`config.mk`:
```
export PLATFORM = sky130hd
export DESIGN_NAME = irq_mode_device_flat
export DESIGN_NICKNAME = d
export VERILOG_FILES = /design/src/logic/irq_mode_pkg.sv /design/src/logic/irq_link_if.sv /design/src/logic/irq_mode_device.sv /design/src/flat_wrapper.sv
export SDC_FILE = /design/constraint.sdc
export NUM_CORES = 1
export LEC_CHECK = 0
export BUFFER_PORTS_ARGS = -buffer_cell sky130_fd_sc_hd__buf_4
export CORE_MARGIN = 8
export CORE_UTILIZATION = 48
export DETAILED_ROUTE_END_ITERATION = 10
export HOLD_SLACK_MARGIN = 0.1
export MAX_ROUTING_LAYER = met4
export PLACE_DENSITY = 0.78
export SYNTH_ARGS = -nofsm -noshare
export SYNTH_HDL_FRONTEND = slang
export SYNTH_SLANG_ARGS = --single-unit
```
`constraint.sdc`:
```
create_clock -name clk -period 1.38 [get_ports clk]
set_input_delay 0.276 -clock clk [delete_from_list [all_inputs] [get_ports clk]]
set_output_delay 0.276 -clock clk [all_outputs]
set_load 0.005 [all_outputs]
```
`src/logic/irq_mode_pkg.sv`:
```
// Shared constants and types for the interrupt mode logic and its host end
`default_nettype none
package irq_mode_pkg;
    localparam int SRC_W = 8;
    localparam int VEC_W = 8;
    localparam int TX_A_BIT = 0;
    localparam int RX_A_BIT = 1;
    localparam int BRK_A_BIT = 2;
    localparam int TIMER_BIT = 3;
    localparam int TX_B_BIT = 4;
    localparam int RX_B_BIT = 5;
    localparam int BRK_B_BIT = 6;
    localparam int INPORT_BIT = 7;
    localparam logic [7:0] MASK_RESET = 8'h00;
    localparam logic [7:0] VECTOR_RESET = 8'h0F;
    localparam logic [7:0] STATUS_RESET = 8'h00;
    typedef enum logic {MODE_NONVECTORED, MODE_VECTORED} irq_mode_t;
    typedef enum logic [1:0] {HS_IDLE, HS_WAIT, HS_ACK} host_state_t;
endpackage
`default_nettype wire

```
`src/logic/irq_link_if.sv`:
```
// Link between the interrupt logic and the host interrupt logic
`timescale 1ns/1ps
`default_nettype none
interface irq_link_if;
    logic irq_out_n;
    logic host_acknowledge_n;
    logic [7:0] data_out;
    logic data_oe;
    logic prio_in;
    logic prio_out;
    modport device (output irq_out_n, output data_out, output data_oe, output prio_out,
                    input host_acknowledge_n, input prio_in);
    modport host (input irq_out_n, input data_out, input data_oe, input prio_out,
                  output host_acknowledge_n, output prio_in);
endinterface
`default_nettype wire

```
`src/logic/irq_mode_device.sv`:
```
// Device end: interrupt status, masking, mode and vector logic
`timescale 1ns/1ps
`default_nettype none
module irq_mode_device (
    input wire logic clk,
    input wire logic rst_n,
    input wire logic clk_en,
    irq_link_if.device link,
    input wire logic [irq_mode_pkg::SRC_W-1:0] status_set,
    input wire logic [irq_mode_pkg::SRC_W-1:0] status_clear,
    input wire logic mask_wr,
    input wire logic [irq_mode_pkg::SRC_W-1:0] mask_wdata,
    input wire logic vector_wr,
    input wire logic [irq_mode_pkg::VEC_W-1:0] vector_wdata,
    input wire logic set_vectored_cmd,
    output logic [irq_mode_pkg::SRC_W-1:0] raw_interrupt_status,
    output logic [irq_mode_pkg::SRC_W-1:0] masked_interrupt_status,
    output logic [irq_mode_pkg::VEC_W-1:0] vector_rdata,
    output logic vectored_mode
);
    import irq_mode_pkg::*;
    // Sources are tx ready, rx ready, timer, break change and port change only;
    // receive errors have no input here and no pin to reach
    logic [SRC_W-1:0] status_q, mask_q, masked_q;
    logic [VEC_W-1:0] vector_q;
    irq_mode_t mode_q;
    logic ack_s1_q, ack_s2_q, prio_s1_q, prio_s2_q;
    logic irq_q, oe_q, prio_out_q;
    logic [VEC_W-1:0] dout_q;
    logic [SRC_W-1:0] status_d;

    // Set wins over a same-cycle clear so no event is lost
    assign status_d = (status_q & ~status_clear) | status_set;

    always_ff @(posedge clk or negedge rst_n) begin
        if (!rst_n) begin
            status_q <= STATUS_RESET;
        end else if (clk_en) begin
            status_q <= status_d;
        end
    end

    always_ff @(posedge clk or negedge rst_n) begin
        if (!rst_n) begin
            mask_q <= MASK_RESET;
        end else if (clk_en && mask_wr) begin
            mask_q <= mask_wdata;
        end
    end

    always_ff @(posedge clk or negedge rst_n) begin
        if (!rst_n) begin
            masked_q <= STATUS_RESET;
            irq_q <= 1'b1;
        end else if (clk_en) begin
            masked_q <= status_d & (mask_wr ? mask_wdata : mask_q);
            irq_q <= ~|(status_d & (mask_wr ? mask_wdata : mask_q));
        end
    end

    always_ff @(posedge clk or negedge rst_n) begin
        if (!rst_n) begin
            vector_q <= VECTOR_RESET;
        end else if (clk_en && vector_wr) begin
            vector_q <= vector_wdata;
        end
    end

    // Only reset leaves vectored mode
    always_ff @(posedge clk or negedge rst_n) begin
        if (!rst_n) begin
            mode_q <= MODE_NONVECTORED;
        end else if (clk_en && set_vectored_cmd) begin
            mode_q <= MODE_VECTORED;
        end
    end

    // Acknowledge and priority-in come from another party: two-stage sync
    always_ff @(posedge clk or negedge rst_n) begin
        if (!rst_n) begin
            ack_s1_q <= 1'b1;
            ack_s2_q <= 1'b1;
            prio_s1_q <= 1'b0;
            prio_s2_q <= 1'b0;
        end else if (clk_en) begin
            ack_s1_q <= link.host_acknowledge_n;
            ack_s2_q <= ack_s1_q;
            prio_s1_q <= link.prio_in;
            prio_s2_q <= prio_s1_q;
        end
    end

    // Answers an acknowledge only when vectored, requesting, and granted priority
    always_ff @(posedge clk or negedge rst_n) begin
        if (!rst_n) begin
            oe_q <= 1'b0;
            dout_q <= VECTOR_RESET;
            prio_out_q <= 1'b0;
        end else if (clk_en) begin
            oe_q <= (mode_q == MODE_VECTORED) && !ack_s2_q && prio_s2_q && !irq_q;
            dout_q <= vector_q;
            prio_out_q <= prio_s2_q && (irq_q || mode_q != MODE_VECTORED);
        end
    end

    assign link.irq_out_n = irq_q;
    assign link.data_out = dout_q;
    assign link.data_oe = oe_q;
    assign link.prio_out = prio_out_q;
    assign raw_interrupt_status = status_q;
    assign masked_interrupt_status = masked_q;
    assign vector_rdata = vector_q;
    assign vectored_mode = (mode_q == MODE_VECTORED);
endmodule
`default_nettype wire

```
`src/flat_wrapper.sv`:
```
// flat-port wrapper written by rule: the top's interface ports become plain ports
module irq_mode_device_flat import irq_mode_pkg::*;
  (clk, rst_n, clk_en, status_set, status_clear, mask_wr, mask_wdata, vector_wr, vector_wdata, set_vectored_cmd, raw_interrupt_status, masked_interrupt_status, vector_rdata, vectored_mode, link_irq_out_n, link_data_out, link_data_oe, link_prio_out, link_host_acknowledge_n, link_prio_in);
  irq_link_if link_i ();
  input wire logic clk;
  input wire logic rst_n;
  input wire logic clk_en;
  input wire logic [irq_mode_pkg::SRC_W-1:0] status_set;
  input wire logic [irq_mode_pkg::SRC_W-1:0] status_clear;
  input wire logic mask_wr;
  input wire logic [irq_mode_pkg::SRC_W-1:0] mask_wdata;
  input wire logic vector_wr;
  input wire logic [irq_mode_pkg::VEC_W-1:0] vector_wdata;
  input wire logic set_vectored_cmd;
  output logic [irq_mode_pkg::SRC_W-1:0] raw_interrupt_status;
  output logic [irq_mode_pkg::SRC_W-1:0] masked_interrupt_status;
  output logic [irq_mode_pkg::VEC_W-1:0] vector_rdata;
  output logic vectored_mode;
  output wire logic [$bits(link_i.irq_out_n)-1:0] link_irq_out_n;
  output wire logic [$bits(link_i.data_out)-1:0] link_data_out;
  output wire logic [$bits(link_i.data_oe)-1:0] link_data_oe;
  output wire logic [$bits(link_i.prio_out)-1:0] link_prio_out;
  input wire logic [$bits(link_i.host_acknowledge_n)-1:0] link_host_acknowledge_n;
  input wire logic [$bits(link_i.prio_in)-1:0] link_prio_in;
  assign link_irq_out_n = link_i.irq_out_n;
  assign link_data_out = link_i.data_out;
  assign link_data_oe = link_i.data_oe;
  assign link_prio_out = link_i.prio_out;
  assign link_i.host_acknowledge_n = link_host_acknowledge_n;
  assign link_i.prio_in = link_prio_in;
  irq_mode_device u_core (.clk(clk), .rst_n(rst_n), .clk_en(clk_en), .link(link_i), .status_set(status_set), .status_clear(status_clear), .mask_wr(mask_wr), .mask_wdata(mask_wdata), .vector_wr(vector_wr), .vector_wdata(vector_wdata), .set_vectored_cmd(set_vectored_cmd), .raw_interrupt_status(raw_interrupt_status), .masked_interrupt_status(masked_interrupt_status), .vector_rdata(vector_rdata), .vectored_mode(vectored_mode));
endmodule
```
======== Word-level counts from Yosys, hierarchy flattened ========
Cells that the tools add are included.
storage, ports and cells
  register bits after elaboration ......... 48
  logic and storage cells ................. 31
operators by class
  mux-type cells .......................... 1
  bitwise logic cells ..................... 5
  reduce and logical (&&, ||, !) cells .... 12
operator list
  kind               count
  $and 8x8->8        2
  $mux 8             1
  $not 8->8          1
  $or 8x8->8         1
  $reduce_or 8->1    1
  $logic_and 1x1->1  7
  $logic_not 1->1    3
  $logic_or 1x1->1   1
  $not 1->1          1

======== Logic depth before layout (Yosys ltp) ========
Gate-level depths: netlist (run 1).
  depth after elaboration ................. 6
  gate-level depth with buffers ........... 5
  mapped depth without buffers ............ 4

======== Least setup slack after synthesis (run 1) ========
OpenSTA, ideal clock, no wires.
  kind .................................... register to register
  start point ............................. reg u_core.status_q[2], in the netlist u_core.raw_interrupt_status[2]
  end point ............................... reg u_core.irq_q, in the netlist u_core.link.irq_out_n
  cell stages (with the launch flop) ...... 5
  clock period less this slack ............ 1.141 ns
  setup time .............................. 0.089 ns
  data arrival time ....................... 1.051 ns
  slack ................................... 0.239 ns
  path buffers ............................ 0
  cell sequence ........................... dfrtp_1 nor2b_1 o221ai_2 o221ai_2 o32ai_2
between the ends
  cells in the longest elaborated chain, start to end .. 5
ends and longest elaborated chain
  what                    RTL line               source
  start, declared         irq_mode_device.sv:24  logic [SRC_W-1:0] status_q, mask_q, masked_q;
  start signal, assigned  irq_mode_device.sv:39  status_q <= status_d;
  $and 8x8->8             irq_mode_device.sv:33  assign status_d = (status_q & ~status_clear) | status_set;
  $or 8x8->8              irq_mode_device.sv:33
  $and 8x8->8             irq_mode_device.sv:57  irq_q <= ~|(status_d & (mask_wr ? mask_wdata : mask_q));
  $reduce_or 8->1         irq_mode_device.sv:57
  $logic_not 1->1         irq_mode_device.sv:57
  end signal, assigned    irq_mode_device.sv:57
  end, declared           irq_mode_device.sv:28  logic irq_q, oe_q, prio_out_q;
No other way between the ends.
A chain may end at the register's enable or synchronous reset.

======== Worst setup path in the final report (run 1) ========
Same ends and word-level chain as after synthesis.

==> flow_summary.json, run 1 <==
{
  "run_status": "completed",
  "setup-violations-final": 0,
  "synthesis.instances": 152,
  "timing.clock.skew_ps": 6.91,
  "global_route_wire_length_before_repair_um": 7750,
  "drt-pass1-iter-count": 4,
  "clkTransAtPathRegs_ps": 80,
  "port_buffers": 75,
  "cts.path.max_buffers": 2,
  "crit_arrival_ps": 1440,
  "cts-resized-gates": 0,
  "finalWorstPathRequiredPeriod_ps": 1230,
  "cts_hold_buffers": 1,
  "std_cell_core_area_sq_mm": 0.00406,
  "floorplan.initialDensity_pct": 50.6,
  "avgViaCountPerCell": 5.20,
  "die_h_um": 81.4,
  "antenna_left": 0,
  "syn_to_final_growth_pct": 34.8,
  "cts_buffers": 5,
  "grt_setup_unrepaired": "false",
  "slowest_library_cell_on_the_worst_path": "dfrtp_1",
  "path_cells": "nor2b_1 > o221ai_2 > o221ai_2 > o32ai_2",
  "power-per-cell-area_mw_per_mm2": 1230,
  "timing.slew.headroom_pct": 61.5,
  "drc": 0,
  "report.final.slew_viol_count": 0,
  "cts_tree": "yes",
  "worst-endpoint-required_ps": 1590,
  "tritoncts_num_sinks": 48,
  "ir_drop_v": 0.000805,
  "flops_latches_synth": 48,
  "synth_ff_type": "dfrtp_1",
  "grt-ovfl-total": 0,
  "p_leak_uw": 0.00132,
  "antenna_found_initial": 0,
  "layout.cells.most_common": "buf_4",
  "gr-usage-all-layers_pct": 15.4,
  "timing.critical_path.from_type": "register",
  "detailedPlace.worstSlack_ps": 99.6,
  "drt-wirelength-per-cell_um": 17.1,
  "antenna-diode-count": 0,
  "timing.critical_path.mode_cell": "o221ai_2",
  "drive_gt1_share_pct": 56.5,
  "seq_area_frac_synth_pct": 59.1,
  "gp_routability_congestion": 0.813,
  "crit_path_max_fanout": 3,
  "clock_insertion_delay_worst_skew_ps": 290,
  "final_core_utilization_pct": 68.2,
  "criticalPathCategory": "reg -> reg",
  "timing.final.hold_violations": 0,
  "footprint_of_the_multi_input_gates_sq_um": 766,
  "finalCritPeriodShare_pct": 88.9,
  "cts-root-buf": "clkbuf_8",
  "yosysUniqueCellTypes": 23,
  "cpPeakStageDelay_ps": 400,
  "most-common-layout-cells": "buf_4 (77), dfrtp_1 (37), mux2_2 (32)",
  "dr_total_vias": 1465,
  "synth_edf_count": 0,
  "sequential_cell_area_sq_mm": 0.00121,
  "io_pins": 76,
  "synth_async_sr_flop_share_pct": 100,
  "total_die_area_sq_mm": 0.00663,
  "worst_setup_path_end_kind": "register",
  "cts-htree-levels": 2,
  "hold_slack_ps": 187,
  "synth_net_count": 192,
  "max_cap_viol_count": 0,
  "critical-path-top-delay-family": "compound AO/OA/AOI/OAI gates",
  "n_fill_cell": 310,
  "first_global_vias": 1637,
  "finalInstanceArea_sq_mm": 0.00277,
  "maxClockFrequency_mhz": 815,
  "grt_max_degree": 49,
  "hold_path_class": "in -> reg",
  "die_x_um": 81.4,
  "synthesis.area_sq_mm": 0.00205,
  "number_of_buffers_added_for_setup_after_cts": 0,
  "number_of_warnings_issued_by_yosys": 0,
  "drt_first_iter_violations": 64,
  "num-nets-final": 271,
  "place.detailed.hpwl_um": 3710,
  "worst-slew-pin-transition_ps": 578,
  "synth_area_per_cell_sq_um": 13.5,
  "cp_num_buf_inv": 0,
  "drt_wl_total_um": 4810,
  "count_of_standard_cell_rows": 23,
  "post_dp_cell_area_sq_mm": 0.00266,
  "setup_tns_ps": 0,
  "final_critical_path_setup_slack_ps": 154
}
-- worst register-to-register path: stages (launching register included) --
cell      delay, ps
dfrtp_1         400
nor2b_1         160
o221ai_2        190
o221ai_2        130
o32ai_2         260
-- through the flow --
step	power (uW)	std cells
finish	3400	282
global route	3580	282
CTS	3450	282
detailed placement	2540	273
global placement	2500	273
floorplan	2090	152
-- kinds of logic after synthesis --
kind of cell | synth area share (%)
DFF | 59.1
buffers and inverters | 3.59
and+or+nand+nor | 6.88
AOI/OAI and AO/OA | 8.95
muxes | 21.4
-- routing by layer --
metal  GRT usage [%]  part of all wire [%]  vias to the layer above
li1                -                     -                      697
met1            17.8                    41                      699
met2            23.7                    45                       65
met3            7.64                    13                        4
met4            3.57                  0.66                        0
met5               -                     0                        -
-- layout make-up --
| type | instances | area share [%] |
|---|---|---|
| Clock buffer | 8 | 3.61 |
| Inverter | 10 | 1.36 |
| Multi-Input combinational cell | 88 | 27.7 |
| Sequential cell | 48 | 43.9 |
| Tap cell | 50 | 2.26 |
| Timing Repair Buffer | 78 | 21.2 |
-- registers in the layout (all words and copies together) (netlist names) --
| signal | cells |
|---|---|
| u_core.prio_s2_q | 1 |
| u_core.link.data_oe | 1 |
| u_core.link.irq_out_n | 1 |
| u_core.vectored_mode | 1 |
| u_core.mask_q | 8 |
| u_core.ack_s2_q | 1 |
| u_core.masked_interrupt_status | 8 |
| u_core.prio_s1_q | 1 |
| u_core.ack_s1_q | 1 |
| u_core.raw_interrupt_status | 8 |
| u_core.link.data_out | 8 |
| u_core.link.prio_out | 1 |
| u_core.vector_rdata | 8 |
-- power breakdown --
| part | internal, uW | switching, uW |
|---|---|---|
| Combinational | 456 | 279 |
| Clock | 457 | 432 |
| Sequential | 1650 | 125 |
-- final timing paths --
check                                                from                              to  slack (ps)  depth (start not counted)
min in group asynchronous                           rst_n  u_core.raw_interrupt_status[5]         520                          2
max in group asynchronous                           rst_n          u_core.vector_rdata[3]         460                          2
hold reg to reg                      u_core.vectored_mode            u_core.vectored_mode         500                          1
hold / removal                           set_vectored_cmd            u_core.vectored_mode         190                          2
setup reg to reg           u_core.raw_interrupt_status[2]           u_core.link.irq_out_n         150                          4
setup / recovery           u_core.raw_interrupt_status[2]           u_core.link.irq_out_n         150                          4
-- synthesized netlist by cell type, types with 2 or more instances --
| library cell | count | share of area, % |
|---|---|---|
| a21oi_1 | 3 | 0.73 |
| a22o_1 | 8 | 3.4 |
| buf_2 | 5 | 1.2 |
| dfrtp_1 | 37 | 45 |
| dfstp_2 | 11 | 14 |
| inv_1 | 10 | 1.8 |
| mux2_2 | 32 | 18 |
| mux2i_1 | 8 | 3.9 |
| nand2_1 | 10 | 1.8 |
| nor2_1 | 3 | 0.55 |
| nor2b_1 | 5 | 1.5 |
| o21ai_0 | 2 | 0.49 |
| o221ai_1 | 4 | 1.7 |
| o221ai_2 | 2 | 1.5 |
| or2b_1 | 4 | 1.5 |
Power figures use the tool's default switching activity.
==> inputs of run 2 (changes only) <==
Settings changed: ABC_AREA set to 1.
==> flow_summary.json, run 2 <==
{
  "count_of_standard_cell_rows": 23,
  "number_of_warnings_issued_by_yosys": 0,
  "crit_path_max_fanout": 3,
  "critical-path-top-delay-family": "flip-flops",
  "yosysUniqueCellTypes": 19,
  "maxClockFrequency_mhz": 806,
  "max_cap_viol_count": 0,
  "timing.clock.skew_ps": 7.34,
  "dr_total_vias": 1655,
  "report.final.slew_viol_count": 0,
  "synth_ff_type": "dfrtp_1",
  "num-nets-final": 334,
  "final_critical_path_setup_slack_ps": 140,
  "post_synth_main_area_contributors": "dfrtp_1 (45%), nand2_1 (15%), dfstp_2 (14%)",
  "detailedPlace.worstSlack_ps": 250,
  "cp_num_buf_inv": 1,
  "slowest_library_cell_on_the_worst_path": "dfstp_2",
  "setup-violations-final": 0,
  "final_core_utilization_pct": 68.5,
  "gp_routability_congestion": 0.745,
  "grt_max_degree": 49,
  "cpPeakStageDelay_ps": 560,
  "synth_edf_count": 0,
  "synth_net_count": 257,
  "layout.cells.most_common": "nand2_1",
  "globalRouteMet1Util_pct": 18.8,
  "drt-pass1-iter-count": 4,
  "timing.critical_path.from_type": "register",
  "synthesis.instances": 217,
  "top_usage_layer": "met2",
  "grtUsageMet2_pct": 27.2,
  "drt_wl_total_um": 4910,
  "finalWorstPathRequiredPeriod_ps": 1240,
  "antenna_found_initial": 0,
  "antenna-diode-count": 0,
  "synthesis.area_sq_mm": 0.00204,
  "antenna_left": 0,
  "die_h_um": 81.2,
  "global_route_wire_length_before_repair_um": 8030,
  "std_cell_core_area_sq_mm": 0.00406,
  "timing.slew.headroom_pct": 60.4,
  "crit_arrival_ps": 960,
  "drt-wirelength-per-cell_um": 14.2,
  "seq_area_frac_synth_pct": 59.5,
  "p_leak_uw": 0.00146,
  "gr-usage-all-layers_pct": 16.3,
  "place.detailed.hpwl_um": 3770,
  "synth_area_per_cell_sq_um": 9.40,
  "cts_buffers": 5,
  "synth_xor_area_share_pct": 0,
  "cts-htree-levels": 2,
  "grt_setup_unrepaired": "false",
  "criticalPathCategory": "reg -> out",
  "run_status": "completed",
  "die_x_um": 81.2,
  "cts.path.max_buffers": 2,
  "most-common-layout-cells": "nand2_1 (82), buf_4 (78), dfrtp_1 (37)",
  "ir_drop_v": 0.000724,
  "post_synth_and_or_nand_nor_area_fraction_pct": 18.3,
  "first_global_vias": 1702,
  "worst_setup_path_end_kind": "output pin",
  "cts-root-buf": "clkbuf_8",
  "worst-endpoint-required_ps": 1100,
  "drive_gt1_share_pct": 38.6,
  "finalCritPeriodShare_pct": 89.9,
  "clkTransAtPathRegs_ps": 90,
  "path_cells": "buf_4",
  "tritoncts_num_sinks": 48,
  "cts-resized-gates": 0,
  "n_fill_cell": 324,
  "avgViaCountPerCell": 4.80,
  "mux_share_of_post_synthesis_cell_area_pct": 7.17,
  "clock_insertion_delay_worst_skew_ps": 300,
  "flops_latches_synth": 48,
  "synthMostInstantiatedCell": "nand2_1",
  "drc": 0,
  "io_pins": 76,
  "total_die_area_sq_mm": 0.00659,
  "drt_first_iter_violations": 119,
  "cts_tree": "yes",
  "timing.final.hold_violations": 0,
  "post-synth-top-area-cell": "dfrtp_1",
  "synthTopCellsByCount": "nand2_1 (82), dfrtp_1 (37), o21ai_0 (20)",
  "grt-ovfl-total": 0,
  "power-per-cell-area_mw_per_mm2": 1280,
  "setup_tns_ps": 0,
  "yosys.area_share.adder_pct": 0,
  "worst-slew-pin-transition_ps": 594,
  "hold_path_class": "in -> reg",
  "synth_largest_type_area_fraction_pct": 45.4,
  "syn_to_final_growth_pct": 36.1,
  "floorplan.initialDensity_pct": 50.3,
  "synth_top_family_by_area": "simple AND/OR/NAND/NOR gates",
  "share_of_the_synthesized_area_in_compound_gates_ao_oa_aoi_oai_pct": 8.83,
  "synth_async_sr_flop_share_pct": 100,
  "port_buffers": 75,
  "gr-usage-met3_pct": 2.65
}
-- run 2: changes by cell type in the layout (fill, tap and decap cells not counted), moves of 4 or more --
| cell | delta |
|---|---|
| mux2_2 | -19 |
| or2b_1 | -4 |
| a22o_1 | -8 |
| nor2_1 | +4 |
| o21ai_0 | +18 |
| o21bai_1 | +5 |
| nor2b_1 | -5 |
| nand2_1 | +72 |
| mux2i_1 | -8 |
| inv_1 | +8 |
| o221ai_1 | -4 |
-- run 2: final timing paths --
kind	slack, ps	start	depth (start not counted)	to
max	140	u_core.link.irq_out_n	1	link_irq_out_n
min	160	set_vectored_cmd	3	u_core.vectored_mode
max reg2reg	360	u_core.raw_interrupt_status[2]	7	u_core.link.irq_out_n
min reg2reg	470	u_core.link.data_out[0]	2	u_core.link.data_out[0]
max in group asynchronous	460	rst_n	2	u_core.raw_interrupt_status[6]
min in group asynchronous	520	rst_n	2	u_core.raw_interrupt_status[7]
-- run 2: kinds of logic (layout without fill, tap and decap cells) --
family,count (synthesis),count (layout)
multiplexers,13,13
AND/OR/NAND/NOR,96,96
buffers and inverters,28,106
AO/OA/AOI/OAI,32,32
flip-flops,48,48
-- run 2: worst min-delay path, delay by kind of cell --
kind / cells / cell delay (ps)
simple gates: 2 / 80
buf+inv: 1 / 80
-- run 2: cell type report --
class | count | area (sq um) | area share (%)
clock inverters | 2 | 60.1 | 2.16
inverters | 19 | 71.3 | 2.57
multi-input cells | 141 | 701 | 25.2
well taps | 50 | 62.6 | 2.25
clock buffers | 6 | 72.6 | 2.61
repair buffers | 79 | 596 | 21.4
flip-flops and latches | 48 | 1210 | 43.7
-- run 2: repair_timing --
action | in CTS | in global routing
hold buffers | 1 | 0
buffers inserted | 0 | 0
endpoints found under the hold margin | 37 | 0
-- run 2: routing by layer --
layer | vias up | wire [um]
met1 | 776 | 2080
met2 | 38 | 2560
met5 | - | 0
met4 | 0 | 82
li1 | 836 | -
met3 | 5 | 187
-- run 2: power by group --
group          total [uW]  leakage, uW  internal [uW]  switching (uW)
registers            1720     0.000560           1620             109
logic                 652     0.000836            363             289
clock network        1180    0.0000654            724             453
total                3550      0.00146           2700             851
-- run 2: per-stage QoR --
stage	hold WS (ps)	cells	area (sq um)	power, uW
2_1_floorplan	-19.6	217	2040	2010
3_3_place_gp	329	336	2640	2390
3_5_place_dp	320	336	2640	2410
4_1_cts	159	345	2780	3590
5_1_grt	163	345	2780	3740
6_report	163	345	2780	3550
==> inputs of run 3 (changes only) <==
Settings changed: CORE_MARGIN 8 to 10, GPL_TIMING_DRIVEN set to 0.
==> flow_summary.json, run 3 (same netlist as run 2, synthesis figures left out) <==
{
  "run_status": "completed",
  "total_die_area_sq_mm": 0.00726,
  "drt_wl_total_um": 5150,
  "grt_setup_unrepaired": "false",
  "die_x_um": 85.2,
  "crit_arrival_ps": 950,
  "maxClockFrequency_mhz": 812,
  "r2r_end": "u_core.link.irq_out_n",
  "tritoncts_num_sinks": 48,
  "max_cap_viol_count": 0,
  "gp_routability_congestion": 0.815,
  "timing.critical_path.from_type": "register",
  "switching_share_pct": 26.6,
  "place.detailed.hpwl_um": 3960,
  "criticalPathCategory": "reg -> out",
  "power_frac_seq_pct": 52.8,
  "worst_setup_path_end_kind": "output pin",
  "first_global_vias": 1682,
  "drc": 0,
  "final_critical_path_setup_slack_ps": 149,
  "avgViaCountPerCell": 4.73,
  "syn_to_final_growth_pct": 35.4,
  "cp_num_buf_inv": 1,
  "global_route_wire_length_before_repair_um": 8310,
  "report.final.slew_viol_count": 0,
  "cts_tree": "yes",
  "std_cell_core_area_sq_mm": 0.00406,
  "drt-wirelength-per-cell_um": 14.7,
  "port_buffers": 74,
  "drt-pass1-iter-count": 4,
  "drive_gt1_share_pct": 38.7,
  "antenna_left": 0,
  "dr_total_vias": 1655,
  "p_sw_uw": 864,
  "most-common-layout-cells": "nand2_1 (82), buf_4 (74), dfrtp_1 (37)",
  "grt_max_degree": 49,
  "antenna_found_initial": 0,
  "cts-resized-gates": 0,
  "power.internal_uw": 2390,
  "cts_buffers": 5,
  "min_path_cells": 3,
  "finalCritPeriodShare_pct": 89.2,
  "layout.cells.non_filler": 350,
  "p_leak_uw": 0.00145,
  "finalWorstPathRequiredPeriod_ps": 1230,
  "comb_power_share_pct": 20.5,
  "crit_path_max_fanout": 3,
  "timing.slew.headroom_pct": 60.5,
  "timing.clock.skew_ps": 6.77,
  "power-per-cell-area_mw_per_mm2": 1180,
  "detailedPlace.worstSlack_ps": 166,
  "cp-startpoint": "u_core.vector_rdata[0]",
  "timing.final.hold_violations": 0,
  "timing.reg2reg.worst_path_depth": 7,
  "worst_hold_launch": "set_vectored_cmd",
  "slowest_library_cell_on_the_worst_path": "dfstp_2",
  "worst-path-stages": 1,
  "crit-reg2reg-launch": "u_core.raw_interrupt_status[2]",
  "cts.path.max_buffers": 2,
  "ir_drop_v": 0.000793,
  "io_pins": 76,
  "r2r_setup_slack_ps": 310,
  "setup_tns_ps": 0,
  "n_fill_cell": 342,
  "hold_slack_ps": 167,
  "critical-path-top-delay-family": "flip-flops",
  "clock_insertion_delay_worst_skew_ps": 300,
  "grt-ovfl-total": 0,
  "worst-slew-pin-transition_ps": 593,
  "setup-violations-final": 0,
  "clkTransAtPathRegs_ps": 90,
  "place.detailed.instances": 341,
  "die_h_um": 85.2,
  "count_of_standard_cell_rows": 23,
  "layout.cells.most_common": "nand2_1",
  "num-nets-final": 339,
  "worst-endpoint-required_ps": 1100,
  "clock_power_share_pct": 26.7,
  "cts-root-buf": "clkbuf_8",
  "gr-usage-all-layers_pct": 14.5,
  "whs_endpoint": "u_core.vectored_mode",
  "path_cells": "buf_4",
  "antenna-diode-count": 0,
  "hold_path_class": "in -> reg",
  "cpPeakStageDelay_ps": 550,
  "power.total_uw": 3250,
  "drt_first_iter_violations": 97,
  "cts-htree-levels": 2,
  "floorplan.initialDensity_pct": 50.3
}
-- run 3: cell count changes in the layout (fill, tap and decap cells not counted), sizes merged --
cell | previous run | this run
clkbuf | 6 | 10
buf | 78 | 80
clkinvlp | 0 | 1
bufinv | 2 | 0
-- run 3: what timing repair did --
item | CTS | global route
buffers inserted | 0 | 0
hold endpoints to repair | 37 | 0
hold buffers | 1 | 0
-- run 3: per-layer routing --
metal	vias up	GRT usage (%)	part of all wire [%]
met5	-	-	0
met4	0	4.49	1.2
met3	8	3.63	4.4
met2	33	23.7	52
met1	768	17.2	42
li1	846	-	-
-- run 3: area by class of cell --
| class | count | area (sq um) | area share, % |
|---|---|---|---|
| inverter | 19 | 71.3 | 2.58 |
| clock inverter | 1 | 7.51 | 0.272 |
| timing repair buffer | 75 | 566 | 20.5 |
| sequential | 48 | 1210 | 44.0 |
| buffer | 9 | 53.8 | 1.95 |
| multi-input combinational | 141 | 701 | 25.4 |
| clock buffer | 7 | 86.3 | 3.12 |
| tap | 50 | 62.6 | 2.26 |
-- run 3: worst max-delay path by stage --
stage | endpoint | slack [ps]
final | vector_rdata[0] | 150
after global routing | vector_rdata[2] | 110
after CTS | vector_rdata[0] | 130
after detailed placement | u_core.link.irq_out_n | 170
after global placement | u_core.link.irq_out_n | 200
after floorplan | u_core.mask_q[3] | 300
-- run 3: power by group through the flow --
stage | combinational, uW | clock, uW | sequential, uW
after floorplan | 264 | 0 | 1740
after global placement | 662 | 0 | 1730
final | 668 | 868 | 1720
after global routing | 748 | 947 | 1740
after detailed placement | 679 | 0 | 1740
after CTS | 685 | 885 | 1720
-- run 3: through the flow --
step / cell area, sq um / util [%]
after floorplan: 2040 / -
after global placement: 2660 / 65.5
after detailed placement: 2660 / 65.5
after CTS: 2760 / 68.1
after global routing: 2760 / 68.1
final: 2760 / 68.1
